===== src/logic/bus_err_pkg.sv =====
package bus_err_pkg;
  // register byte offsets
  localparam logic [7:0] OFS_CFG = 8'h00;
  localparam logic [7:0] OFS_BER = 8'h04;
  localparam logic [7:0] OFS_CNF = 8'h08;
  localparam logic [7:0] OFS_SNF = 8'h0c;
  localparam logic [7:0] OFS_VEC = 8'h10;
  localparam logic [7:0] OFS_L17 = 8'h14;
  localparam logic [7:0] OFS_SES = 8'h18;
  // reset values
  localparam logic [31:0] CFG_RST = 32'h0;
  localparam logic [31:0] VEC_RST = 32'h0;
  // bus config fields
  localparam int CFG_CORR_READ_REPORT_DISABLE = 0;
  localparam int CFG_CORR_WRITE_REPORT_DISABLE = 1;
  localparam int CFG_MASK_LO = 8;
  // bus error fields
  localparam int BER_CRDE = 0;
  localparam int BER_CWDE = 1;
  localparam int BER_UDE = 2;
  localparam int BER_TRANSMITTED_DATA_ERROR = 3;
  localparam int BER_MMRE = 4;
  localparam int BER_NAE = 5;
  localparam int BER_ADDRESS_TRANSMIT_CHECK_ERR = 6;
  localparam int BER_REQUEST_TRANSMIT_CHECK_ERR = 7;
  localparam int BER_ACK_TRANSMIT_CHECK_ERR = 8;
  localparam int BER_ARB_TRANSMIT_CHECK_ERR = 9;
  localparam int BER_FATAL_LO = 16;
  localparam int FATAL_N = 12;
  // nonfatal registers
  localparam int CNF_EN = 31;
  localparam int NF_N = 8;
  // slice flags, three per slice
  localparam int SES_CR = 0;
  localparam int SES_CW = 1;
  localparam int SES_UE = 2;
  localparam int SES_W = 3;
  // timing in bus cycles
  localparam logic [3:0] DE_CYC = 4'ha;
  localparam logic [1:0] FAULT_CYC = 2'h2;
  localparam int REQ_REL_CYC = 2;
  localparam int SIG_REL_CYC = 16;
  localparam logic [5:0] REARM_CYC = 6'h20;
  // data slicing
  localparam int SLICES = 4;
  localparam int SLICE_DW = 64;
  localparam int SLICE_EW = 8;

  typedef struct packed {
    logic [39:5] adr;
    logic [1:0] par;
    logic [2:0] cmd;
    logic [3:0] bank;
  } addr_bus_t;

  typedef struct packed {
    logic first;
    logic valid;
    logic part;
    logic tx;
    logic wr;
  } xfer_t;
endpackage

===== src/logic/bus_err_bcast.sv =====
// Function
// - broadcast data-error line on correctable read, write or uncorrectable ECC
// - correctable read and write broadcasts each have a disable bit
// - check data only when participating as sender or receiver
// - each slice checks 64 data with 8 ECC, logs, tells controller
// - data-error line high one cycle, tenth cycle after first data cycle
// - set transmitted-data-error when line high for our transmitted data
// - drive fatal-fault line on all fatal error sources
// - fatal-fault line held exactly two cycles, never extended
// - on fatal fault abort everything, return interface to initial state
// - release request line within two cycles of fatal fault
// - release other driven bus signals within 16 cycles of fault
// - no bus request until 32 cycles after a fault
// - nonfatal error sources raise the error interrupt, some gated
// - port power-good transitions and link errors interrupt likewise
// - vector loaded before enable; once enabled, errors post interrupt
// - no further error interrupt until all nonfatal error status bits clear
// - level-17 id read returns error vector before device vectors
// - level check compares received to driven level both ways
// - assertion check flags only driven-high, received-low
// - level-check address, parity, command and bank after driving them
// - level-check own request line every cycle, set check bit
// - assertion-check own acknowledge and arbitration-suppress lines
//
// Design decisions made here: register access over AHB-Lite and the register addresses.
`timescale 1ns/1ps
module bus_err_bcast
  import bus_err_pkg::*;
#(
  parameter int NODES = 8
) (
  input wire logic hclk,
  input wire logic hresetn,
  input wire logic hsel,
  input wire logic [31:0] haddr,
  input wire logic [1:0] htrans,
  input wire logic hwrite,
  input wire logic [2:0] hsize,
  input wire logic hready,
  input wire logic [31:0] hwdata,
  output logic hreadyout,
  output logic hresp,
  output logic [31:0] hrdata,
  input wire xfer_t xfer_i,
  input wire logic [255:0] data_bus_i,
  input wire logic [31:0] ecc_bus_i,
  input wire logic data_error_line_i,
  output logic data_error_line_o,
  output logic data_error_line_oe_n,
  input wire logic fatal_fault_line_i,
  output logic fatal_fault_line_o,
  output logic fatal_fault_line_oe_n,
  input wire logic [FATAL_N-1:0] fatal_src_i,
  input wire logic mmr_err_i,
  input wire logic csr_nack_i,
  input wire logic [NF_N-1:0] ctrl_nf_src_i,
  input wire logic [NF_N-1:0] slice_nf_src_i,
  input wire logic [31:0] device_vector_i,
  input wire logic bus_req_i,
  output logic request_line_o,
  input wire logic [NODES-1:0] request_lines_i,
  input wire logic [2:0] node_id_pins,
  input wire logic addr_req_i,
  input wire addr_bus_t addr_tx_i,
  output addr_bus_t addr_bus_o,
  output logic addr_bus_oe_n,
  input wire addr_bus_t addr_bus_i,
  input wire logic cmd_ack_req_i,
  input wire logic command_ack_line_i,
  output logic command_ack_line_o,
  output logic command_ack_line_oe_n,
  input wire logic arb_sup_req_i,
  input wire logic arb_suppress_line_i,
  output logic arb_suppress_line_o,
  output logic arb_suppress_line_oe_n,
  output logic bus_abort,
  output logic bus_ready,
  output logic err_intr_post
);

  if (NODES < 2 || NODES > 8) begin : g_chk
    $error("NODES must lie between 2 and 8");
  end

  typedef struct packed {
    logic [31:0] cfg;
    logic [31:0] ber;
    logic [31:0] cnf;
    logic [31:0] snf;
    logic [31:0] vec;
    logic [SLICES*SES_W-1:0] ses;
    logic a_wr;
    logic [7:0] a_ofs;
    logic [31:0] rdata;
    logic de_act;
    logic [3:0] de_cnt;
    logic de_cr;
    logic de_cw;
    logic de_ue;
    logic de_tx;
    logic de_o;
    logic f_seen;
    logic [5:0] f_cnt;
    logic [1:0] f_drv;
    logic f_pend;
    logic posted;
    logic post;
    logic req_o;
    logic adr_drv;
    addr_bus_t adr_o;
    logic ack_o;
    logic arb_o;
    logic [2:0] nid1;
    logic [2:0] nid2;
    logic [1:0] nid_ok;
  } st_t;

  st_t st_reg;
  st_t st_next;

  // hamming code over one 64-bit slice, top bit is overall parity
  function automatic logic [7:0] ecc_gen(input logic [63:0] d);
    logic [7:0] c;
    logic [7:0] p;
    c = 8'h0;
    p = 8'h03;
    for (int j = 0; j < SLICE_DW; j++) begin
      for (int k = 0; k < 7; k++) begin
        if (p[k]) c[k] = c[k] ^ d[j];
      end
      p = p + 8'h01;
      if ((p & (p - 8'h01)) == 8'h0) p = p + 8'h01;
    end
    c[7] = ^{d, c[6:0]};
    return c;
  endfunction

  // per-slice checkers: one correctable or uncorrectable flag each
  logic [SLICES-1:0] sl_ce;
  logic [SLICES-1:0] sl_ue;
  for (genvar s = 0; s < SLICES; s++) begin : g_slice
    logic [7:0] syn;
    assign syn = ecc_gen(data_bus_i[s*SLICE_DW +: SLICE_DW]) ^
                 ecc_bus_i[s*SLICE_EW +: SLICE_EW];
    assign sl_ce[s] = syn[7];
    assign sl_ue[s] = !syn[7] && (syn[6:0] != 7'h0);
  end

  logic chk_en;
  logic ce_any;
  logic ue_any;
  logic onset;
  logic ready;
  logic address_transmit_check_err_ev;
  logic request_transmit_check_err_ev;
  logic ack_ev;
  logic arb_ev;
  logic fatal_ev;
  logic nf_any;
  logic nf_gated;
  logic a_sel;
  logic [31:0] rmux;
  logic [31:0] w1c;

  // bus-side event decode
  always_comb begin
    chk_en = xfer_i.valid && xfer_i.part;
    ce_any = chk_en && (|sl_ce);
    ue_any = chk_en && (|sl_ue);
    onset = fatal_fault_line_i && !st_reg.f_seen;
    ready = (st_reg.f_cnt == REARM_CYC);
    address_transmit_check_err_ev = st_reg.adr_drv && (addr_bus_i != st_reg.adr_o);
    request_transmit_check_err_ev = st_reg.nid_ok[1] &&
              (request_lines_i[st_reg.nid2] != st_reg.req_o);
    ack_ev = st_reg.ack_o && !command_ack_line_i;
    arb_ev = st_reg.arb_o && !arb_suppress_line_i;
    fatal_ev = (|fatal_src_i) || address_transmit_check_err_ev || request_transmit_check_err_ev || ack_ev ||
               arb_ev;
  end

  // nonfatal summary for the error interrupt
  always_comb begin
    nf_any = (|st_reg.ber[BER_NAE:BER_CRDE]) ||
             (|st_reg.cnf[NF_N-1:0]) || (|st_reg.snf[NF_N-1:0]);
    nf_gated = (st_reg.ber[BER_CRDE] && !st_reg.cfg[CFG_CORR_READ_REPORT_DISABLE]) ||
               (st_reg.ber[BER_CWDE] && !st_reg.cfg[CFG_CORR_WRITE_REPORT_DISABLE]) ||
               (|st_reg.ber[BER_NAE:BER_UDE]) ||
               (|(st_reg.cnf[NF_N-1:0] &
                  ~st_reg.cfg[CFG_MASK_LO +: NF_N])) ||
               (|st_reg.snf[NF_N-1:0]);
  end

  // register read mux, taken in the address phase
  always_comb begin
    a_sel = hsel && hready && htrans[1];
    case (haddr[7:0])
      OFS_CFG: rmux = st_reg.cfg;
      OFS_BER: rmux = st_reg.ber;
      OFS_CNF: rmux = st_reg.cnf;
      OFS_SNF: rmux = st_reg.snf;
      OFS_VEC: rmux = st_reg.vec;
      OFS_L17: rmux = st_reg.posted ? st_reg.vec
                                    : device_vector_i;
      OFS_SES: rmux = {{(32 - SLICES*SES_W){1'b0}}, st_reg.ses};
      default: rmux = 32'h0;
    endcase
    if (haddr[31:8] != 24'h0) rmux = 32'h0;
    w1c = st_reg.a_wr ? hwdata : 32'h0;
  end

  // next-state logic
  always_comb begin
    st_next = st_reg;
    st_next.post = 1'b0;
    // address phase capture
    st_next.a_wr = a_sel && hwrite && (haddr[31:8] == 24'h0);
    st_next.a_ofs = haddr[7:0];
    if (a_sel && !hwrite) st_next.rdata = rmux;
    // write data phase: plain stores and write-one-to-clear
    if (st_reg.a_wr) begin
      case (st_reg.a_ofs)
        OFS_CFG: st_next.cfg = hwdata;
        OFS_BER: st_next.ber = st_reg.ber & ~w1c;
        OFS_CNF: begin
          st_next.cnf[NF_N-1:0] = st_reg.cnf[NF_N-1:0] & ~w1c[NF_N-1:0];
          st_next.cnf[CNF_EN] = hwdata[CNF_EN];
        end
        OFS_SNF: st_next.snf = st_reg.snf & ~w1c;
        OFS_VEC: st_next.vec = hwdata;
        OFS_SES: st_next.ses = st_reg.ses & ~w1c[SLICES*SES_W-1:0];
        default: ;
      endcase
    end
    // node id strap through two flops
    st_next.nid1 = node_id_pins;
    st_next.nid2 = st_reg.nid1;
    st_next.nid_ok = {st_reg.nid_ok[0], 1'b1};
    // data transfer tracking from the first data cycle
    if (st_reg.de_act) begin
      st_next.de_cnt = st_reg.de_cnt + 4'h1;
      if (st_reg.de_cnt == DE_CYC) st_next.de_act = 1'b0;
    end
    if (xfer_i.first && xfer_i.valid) begin
      st_next.de_act = 1'b1;
      st_next.de_cnt = 4'h1;
      st_next.de_cr = 1'b0;
      st_next.de_cw = 1'b0;
      st_next.de_ue = 1'b0;
      st_next.de_tx = xfer_i.tx && xfer_i.part;
    end
    // slice logging and controller accumulation
    for (int s = 0; s < SLICES; s++) begin
      if (chk_en && sl_ce[s] && !xfer_i.wr)
        st_next.ses[s*SES_W + SES_CR] = 1'b1;
      if (chk_en && sl_ce[s] && xfer_i.wr)
        st_next.ses[s*SES_W + SES_CW] = 1'b1;
      if (chk_en && sl_ue[s])
        st_next.ses[s*SES_W + SES_UE] = 1'b1;
    end
    if (ce_any && !xfer_i.wr) begin
      st_next.de_cr = 1'b1;
      st_next.ber[BER_CRDE] = 1'b1;
    end
    if (ce_any && xfer_i.wr) begin
      st_next.de_cw = 1'b1;
      st_next.ber[BER_CWDE] = 1'b1;
    end
    if (ue_any) begin
      st_next.de_ue = 1'b1;
      st_next.ber[BER_UDE] = 1'b1;
    end
    // one-cycle broadcast on the tenth cycle after the first data cycle
    st_next.de_o = st_reg.de_act && (st_reg.de_cnt == DE_CYC - 4'h1) &&
                   (st_reg.de_ue ||
                    (st_reg.de_cr && !st_reg.cfg[CFG_CORR_READ_REPORT_DISABLE]) ||
                    (st_reg.de_cw && !st_reg.cfg[CFG_CORR_WRITE_REPORT_DISABLE]));
    if (st_reg.de_act && st_reg.de_cnt == DE_CYC && st_reg.de_tx &&
        data_error_line_i)
      st_next.ber[BER_TRANSMITTED_DATA_ERROR] = 1'b1;
    // fatal and check status
    if (address_transmit_check_err_ev) st_next.ber[BER_ADDRESS_TRANSMIT_CHECK_ERR] = 1'b1;
    if (request_transmit_check_err_ev) st_next.ber[BER_REQUEST_TRANSMIT_CHECK_ERR] = 1'b1;
    if (ack_ev) st_next.ber[BER_ACK_TRANSMIT_CHECK_ERR] = 1'b1;
    if (arb_ev) st_next.ber[BER_ARB_TRANSMIT_CHECK_ERR] = 1'b1;
    st_next.ber[BER_FATAL_LO +: FATAL_N] =
      st_next.ber[BER_FATAL_LO +: FATAL_N] | fatal_src_i;
    if (mmr_err_i) st_next.ber[BER_MMRE] = 1'b1;
    if (csr_nack_i) st_next.ber[BER_NAE] = 1'b1;
    st_next.cnf[NF_N-1:0] = st_next.cnf[NF_N-1:0] | ctrl_nf_src_i;
    st_next.snf[NF_N-1:0] = st_next.snf[NF_N-1:0] | slice_nf_src_i;
    // fault line drive: two cycles, only onto an idle line
    st_next.f_seen = fatal_fault_line_i;
    if (st_reg.f_drv != 2'h0) st_next.f_drv = st_reg.f_drv - 2'h1;
    st_next.f_pend = (st_reg.f_pend || fatal_ev) && ready && !onset;
    if ((st_reg.f_pend || fatal_ev) && ready && !fatal_fault_line_i &&
        st_reg.f_drv == 2'h0) begin
      st_next.f_drv = FAULT_CYC;
      st_next.f_pend = 1'b0;
    end
    // recovery count from the first fault cycle
    if (!ready) st_next.f_cnt = st_reg.f_cnt + 6'h1;
    // bus-side drivers
    st_next.req_o = bus_req_i && ready && !onset;
    st_next.adr_drv = addr_req_i && ready && !onset;
    st_next.adr_o = addr_tx_i;
    st_next.ack_o = cmd_ack_req_i && ready && !onset;
    st_next.arb_o = arb_sup_req_i && ready && !onset;
    if (onset) begin
      st_next.f_cnt = 6'h1;
      st_next.de_act = 1'b0;
      st_next.de_o = 1'b0;
      st_next.req_o = 1'b0;
      st_next.adr_drv = 1'b0;
      st_next.ack_o = 1'b0;
      st_next.arb_o = 1'b0;
    end
    // error interrupt, one post per clean-to-dirty episode
    if (!nf_any) st_next.posted = 1'b0;
    if (st_reg.cnf[CNF_EN] && nf_gated && !st_reg.posted) begin
      st_next.posted = 1'b1;
      st_next.post = 1'b1;
    end
  end

  // state register
  always_ff @(posedge hclk or negedge hresetn) begin
    if (!hresetn) begin
      st_reg <= '0;
      st_reg.cfg <= CFG_RST;
      st_reg.vec <= VEC_RST;
      st_reg.f_cnt <= REARM_CYC;
    end else begin
      st_reg <= st_next;
    end
  end

  // port drive
  assign hreadyout = 1'b1;
  assign hresp = 1'b0;
  assign hrdata = st_reg.rdata;
  assign data_error_line_o = st_reg.de_o;
  assign data_error_line_oe_n = !st_reg.de_o;
  assign fatal_fault_line_o = (st_reg.f_drv != 2'h0);
  assign fatal_fault_line_oe_n = (st_reg.f_drv == 2'h0);
  assign request_line_o = st_reg.req_o;
  assign addr_bus_o = st_reg.adr_o;
  assign addr_bus_oe_n = !st_reg.adr_drv;
  assign command_ack_line_o = st_reg.ack_o;
  assign command_ack_line_oe_n = !st_reg.ack_o;
  assign arb_suppress_line_o = st_reg.arb_o;
  assign arb_suppress_line_oe_n = !st_reg.arb_o;
  assign bus_abort = onset;
  assign bus_ready = ready;
  assign err_intr_post = st_reg.post;
endmodule // bus_err_bcast


===== config.mk =====
export PLATFORM = sky130hd
export DESIGN_NAME = bus_err_bcast
export DESIGN_NICKNAME = d
export VERILOG_FILES = /design/src/logic/bus_err_pkg.sv /design/src/logic/bus_err_bcast.sv
export SDC_FILE = /design/constraint.sdc
export NUM_CORES = 1
export LEC_CHECK = 0
export BUFFER_PORTS_ARGS = -buffer_cell sky130_fd_sc_hd__buf_2
export CAP_MARGIN = 5
export CORE_AREA = 3 3 242 244
export DETAILED_ROUTE_END_ITERATION = 10
export DIE_AREA = 0 0 245 247
export SYNTH_ARGS = -nofsm -noshare
export SYNTH_HDL_FRONTEND = slang
export SYNTH_SLANG_ARGS = --single-unit

===== constraint.sdc =====
create_clock -name hclk -period 4.1 [get_ports hclk]
set_clock_uncertainty 0.2 [all_clocks]
set_input_delay 0.41 -clock hclk [delete_from_list [all_inputs] [get_ports hclk]]
set_output_delay 0.41 -clock hclk [all_outputs]
set_load 0.02 [all_outputs]

# Word-level counts from Yosys, hierarchy flattened
# Cells that the tools add are included.
word_totals:
  reg_bits: 268
  input_bits: 536
  out_inout_bits: 91
  wordCells: 1128
classes:
  n_addsub: 3
  order_cmp: 1
  n_eq_ne: 18
  n_mux: 52
  n_bitwise: 808
  n_reduce_logical: 189
ops:
  columns: ["operator", "count"]
  rows:
  - ["$xor A1 B1 Y1", 792]
  - ["$reduce_xor A71 Y1", 4]
  - ["$pmux W32 S7", 1]
  - ["$mux W32", 5]
  - ["$reduce_bool A2 Y1", 50]
  - ["$mux W84", 1]
  - ["$and A32 B32 Y32", 2]
  - ["$logic_and A1 B1 Y1", 60]
  - ["$reduce_and A2 Y1", 27]
  - ["$ne A44 B44 Y1", 1]
  - ["$eq A8 B5 Y1 const B", 5]
  - ["$eq A8 B4 Y1 const B", 4]
  - ["$not A32 Y32", 1]
  - ["$xor A8 B8 Y8", 4]
  - ["$mux W1", 31]
  - ["$mux W29", 1]
  - ["$mux W28", 1]
  - ["$reduce_bool A7 Y1", 4]
  - ["$logic_not A24 Y1", 1]
  - ["$reduce_bool A24 Y1", 1]
  - ["$reduce_or A8 Y1", 3]
  - ["$logic_not A1 Y1", 18]
  - ["$and A8 B8 Y8", 2]
  - ["$eq A8 B3 Y1 const B", 2]
  - ["28 further kinds", 50]

# Longest topological paths before layout
logic_depth:
  ltp_word: 42
  depth_mapped: 9

# Worst setup path before layout
# No wires, ideal clock.
synth_path:
  kind: "input -> register"
  start: "input port data_bus_i[189]"
  end: "register st_reg[70] (netlist name)"
  t_arrival_ns: 2.951
  t_required_ns: 3.782
  slack_ns: 0.830
  cell_stages: 9
  path_buffers: 0
  path_cell_list: "xor3_1 > xnor3_1 > xnor3_2 > xnor3_1 > xnor3_1 > xnor3_1 > o311ai_2 > nand4_1 > a21o_1"
synth_between:
  elab_chain_cells: 10
  elab_cells_between_ends: 17
  cone_classes: "1 x mux; 9 x bitwise; 7 x reduce/logical"
synth_rtl:
  columns: ["item", "line_no", "text"]
  rows:
  - ["start, declared", "bus_err_bcast.sv:45", "input wire logic [255:0] data_bus_i,"]
  - ["$xor A1 B1 Y1 (3 in a row)", "bus_err_bcast.sv:129", "if (p[k]) c[k] = c[k] ^ d[j];"]
  - ["$reduce_xor A71 Y1", "bus_err_bcast.sv:134", "c[7] = ^{d, c[6:0]};"]
  - ["$xor A8 B8 Y8 (*)", "bus_err_bcast.sv:143", "assign syn = ecc_gen(data_bus_i[s*SLICE_DW +: SLICE_DW]) ^"]
  - ["$logic_not A1 Y1", "bus_err_bcast.sv:146", "assign sl_ue[s] = !syn[7] && (syn[6:0] != 7'h0);"]
  - ["$logic_and A1 B1 Y1 (*)", "bus_err_bcast.sv:146", null]
  - ["$reduce_or A4 Y1 (*)", "bus_err_bcast.sv:169", "ue_any = chk_en && (|sl_ue);"]
  - ["$logic_and A1 B1 Y1 (*)", "bus_err_bcast.sv:169", null]
  - ["$mux W1 / $reduce_bool A2 Y1 (equally long branches)", null, null]
  - ["end signal, assigned", "bus_err_bcast.sv:333", "st_reg <= st_next;"]
  - ["end, declared", "bus_err_bcast.sv:118", "st_t st_reg;"]
# Every way passes the cells marked *; elsewhere a longest branch is shown, timed or not.
# A chain may end at the register's enable or synchronous reset.

==> summary.txt <==
hold crit path type = in -> reg
Clock Power Share = 0.264
cts bufs inserted = 31
clk root buf = clkbuf_16
Tcrit/Tclk final = 0.796
Post-Syn Area = 17,300 um^2
GRT Overall Usage = 0.192
Setup TNS = 0 ns
critical setup path kind = reg -> reg
WP data required = 4.37 ns
Starting Density = 0.305
number of enable flip-flop cells after synthesis = 0
power density over cell area = 457 nW/um^2
max-slew violations = 0
Worst R2R Path Depth = 6
DR pass1 iterations = 8
Seq cells post-synth = 268
global-route wire length before repair = 89.7 mm
hpwl dp = 47.3 mm
arrival time at the worst endpoint = 3.53 ns
DRT antenna net count = 0
CTS clk-pin slew, worst paths = 0.06 ns
DR vias/cell = 4.63
H-tree levels = 1
I/O pin total = 627
CTS sink count = 268
CP endpoint kind = flip-flop
Port-buffer cells = 620
Comb power frac = 0.466
Post-CTS Setup Bufs = 0
fin cells = 3,062
Inst Count DP = 2,812
Seq pwr share = 0.270
vias in the first global route = 15,400
Power Internal = 7240 uW
count of different cell masters after synthesis = 52
highest net fanout along the worst path = 9
Post-CTS Resized = 0
area grow syn2layout = 37.7%
Final setup viols = 0
Die Wd = 245 um
Setup WS pre-CTS = 0.335 ns
core area = 56,500 um^2
CTS Hold Bufs = 185
max reg flops = 183
RSZ-0062 raised after global routing = false
synthesized instance count = 1,532
crit start category = flip-flop
Die Span Y = 247 um
Net Sw Frac = 0.334
global route overflow = 0
Post-Route Utilization = 0.421
maximum VDD drop = 0.480 mV
1st-iter DRT viols = 611
status = finished clean
total length of routed wires = 60.0 mm
max-cap viol count = 0
slew margin rel. = 0.333
residual DRC count = 0
Synth async-reset ratio = 1.00
layout cells sized above 1 = 0.340
antenna violations before repair = 12
hold_ws = 0.0519 ns
Longest Clk Path Bufs = 3
Clock Latency Late Sink = 0.59 ns
routed len/inst = 19.6 um
Pleak = 0.0111 uW
Net Sw Power = 3630 uW
Fillers = 5,443
Worst-Margin Slew = 0.998 ns
routability cong. = 0.931
nets@finish = 2,816
Hold Vio Cnt, Final = 0
CTS tree = yes
full die area = 60,500 um^2
Rows = 87
Ys Warns = 0
post-synthesis average cell area = 11.3 um^2
Hold Path Depth = 4
final worst setup slack = 0.835 ns
post-layout min period = 3.27 ns
Max Freq = 0.306 GHz
via count = 14,200
Seq/Total Area, Yosys = 0.389
largest net degree at the start of global routing = 89
top_reg_cell synth = dfrtp_1
layout by cell type (no fill, tap or decap), types with 4 or more instances in the layout:
cell type      instances
nor2_1                20
xnor3_1               74
xnor2_1              326
nand4_1                8
mux2i_1               21
nor4_1                26
nand2b_1               7
mux4_2                 8
dfrtp_1              267
diode_2                9
dlygate4sd3_1        185
xor2_1               122
and3_1                 7
clkinv_2               4
a221o_1                4
buf_4                 20
a222oi_1               4
inv_6                  4
buf_2                619
mux2_2                63
ha_1                   6
o21ai_0               44
a221oi_1               5
nand2_1              151
a21o_1                38
a21oi_1               30
xor3_1                 5
a22o_1                 7
inv_1                 21
nor3_1                 7
o22ai_1                5
a21boi_0              32
nand3_1               12
clkbuf_8               8
nand3b_1               6
a22oi_1               44
clkbuf_16             31
Yosys cell counts, drive strengths merged, types with 32 or more instances:
master    n  area (um^2)
a21o     38          285
buf      82          601
clkbuf   38          143
nand2   151          567
xnor2   326         2860
o21ai    44          220
a22oi    44          330
xnor3    75         1690
xor2    123         1080
dfrtp   267         6680
mux2     63          709
a21boi   32          240
layer usage:
metal / part of all wire / track usage / up-vias
met3: 0.052 / 0.0314 / 92
met4: 0.025 / 0.0464 / 6
met2: 0.50 / 0.336 / 446
li1: - / - / 6662
met5: 0.00060 / 0 / -
met1: 0.42 / 0.247 / 6970
kinds of logic after synthesis:
kind of cell / count (synthesis) / synth area share
muxes: 92 / 0.0637
and+or+nand+nor: 267 / 0.0711
adders and majority gates: 6 / 0.00435
buffers and inverters: 141 / 0.0476
other: 2 / 0.000435
AOI/OAI and AO/OA: 227 / 0.0907
DFF: 268 / 0.389
xor gates and xnor gates: 529 / 0.333
worst max-delay path: stages, from the launching register on:
cell and delay (ns):
dfrtp_1 0.35, or4_1 0.58, or3_1 0.38, nor3_2 0.74
nand2_1 0.12, a21o_1 0.21, dlygate4sd3_1 0.56
metrics by stage:
step / total power (uW) / instance area (um^2)
after floorplan: 6530 / 17300
after global placement: 7880 / 20800
after CTS: 11000 / 23700
after detailed placement: 7950 / 20800
final: 10900 / 23800
after global routing: 11500 / 23700
worst paths after layout:
| check | startpoint | end | slack (ns) |
|---|---|---|---|
| worst max-delay path | st_reg[110] | st_reg[198] | 0.83 |
| worst min-delay path | ecc_bus_i[20] | st_reg[127] | 0.05 |
| worst max register to register | st_reg[110] | st_reg[198] | 0.83 |
| worst min register to register | st_next[2] | st_reg[2] | 0.15 |
| max in group asynchronous | hresetn | st_reg[195] | 2.54 |
| min in group asynchronous | hresetn | st_reg[243] | 0.21 |
power by group through the flow:
| stage | sequential (uW) | clock [uW] | combinational, uW |
|---|---|---|---|
| finish | 2930 | 2870 | 5070 |
| CTS | 2930 | 2960 | 5140 |
| floorplan | 2930 | 0 | 3600 |
| global route | 2950 | 3060 | 5470 |
| detailed placement | 2980 | 0 | 4970 |
| global placement | 2970 | 0 | 4910 |
cell type report:
cell class | instances | area [um^2] | share of cell area
Timing Repair Buffer | 828 | 5170 | 0.218
Inverter | 21 | 78.8 | 0.00332
Sequential cell | 268 | 6710 | 0.282
Multi-Input combinational cell | 1124 | 9770 | 0.411
Clock buffer | 41 | 893 | 0.0376
Clock inverter | 15 | 169 | 0.00711
Tap cell | 756 | 946 | 0.0398
Antenna cell | 9 | 22.5 | 0.000948
No activity file was read; power rests on OpenSTA's default activity.
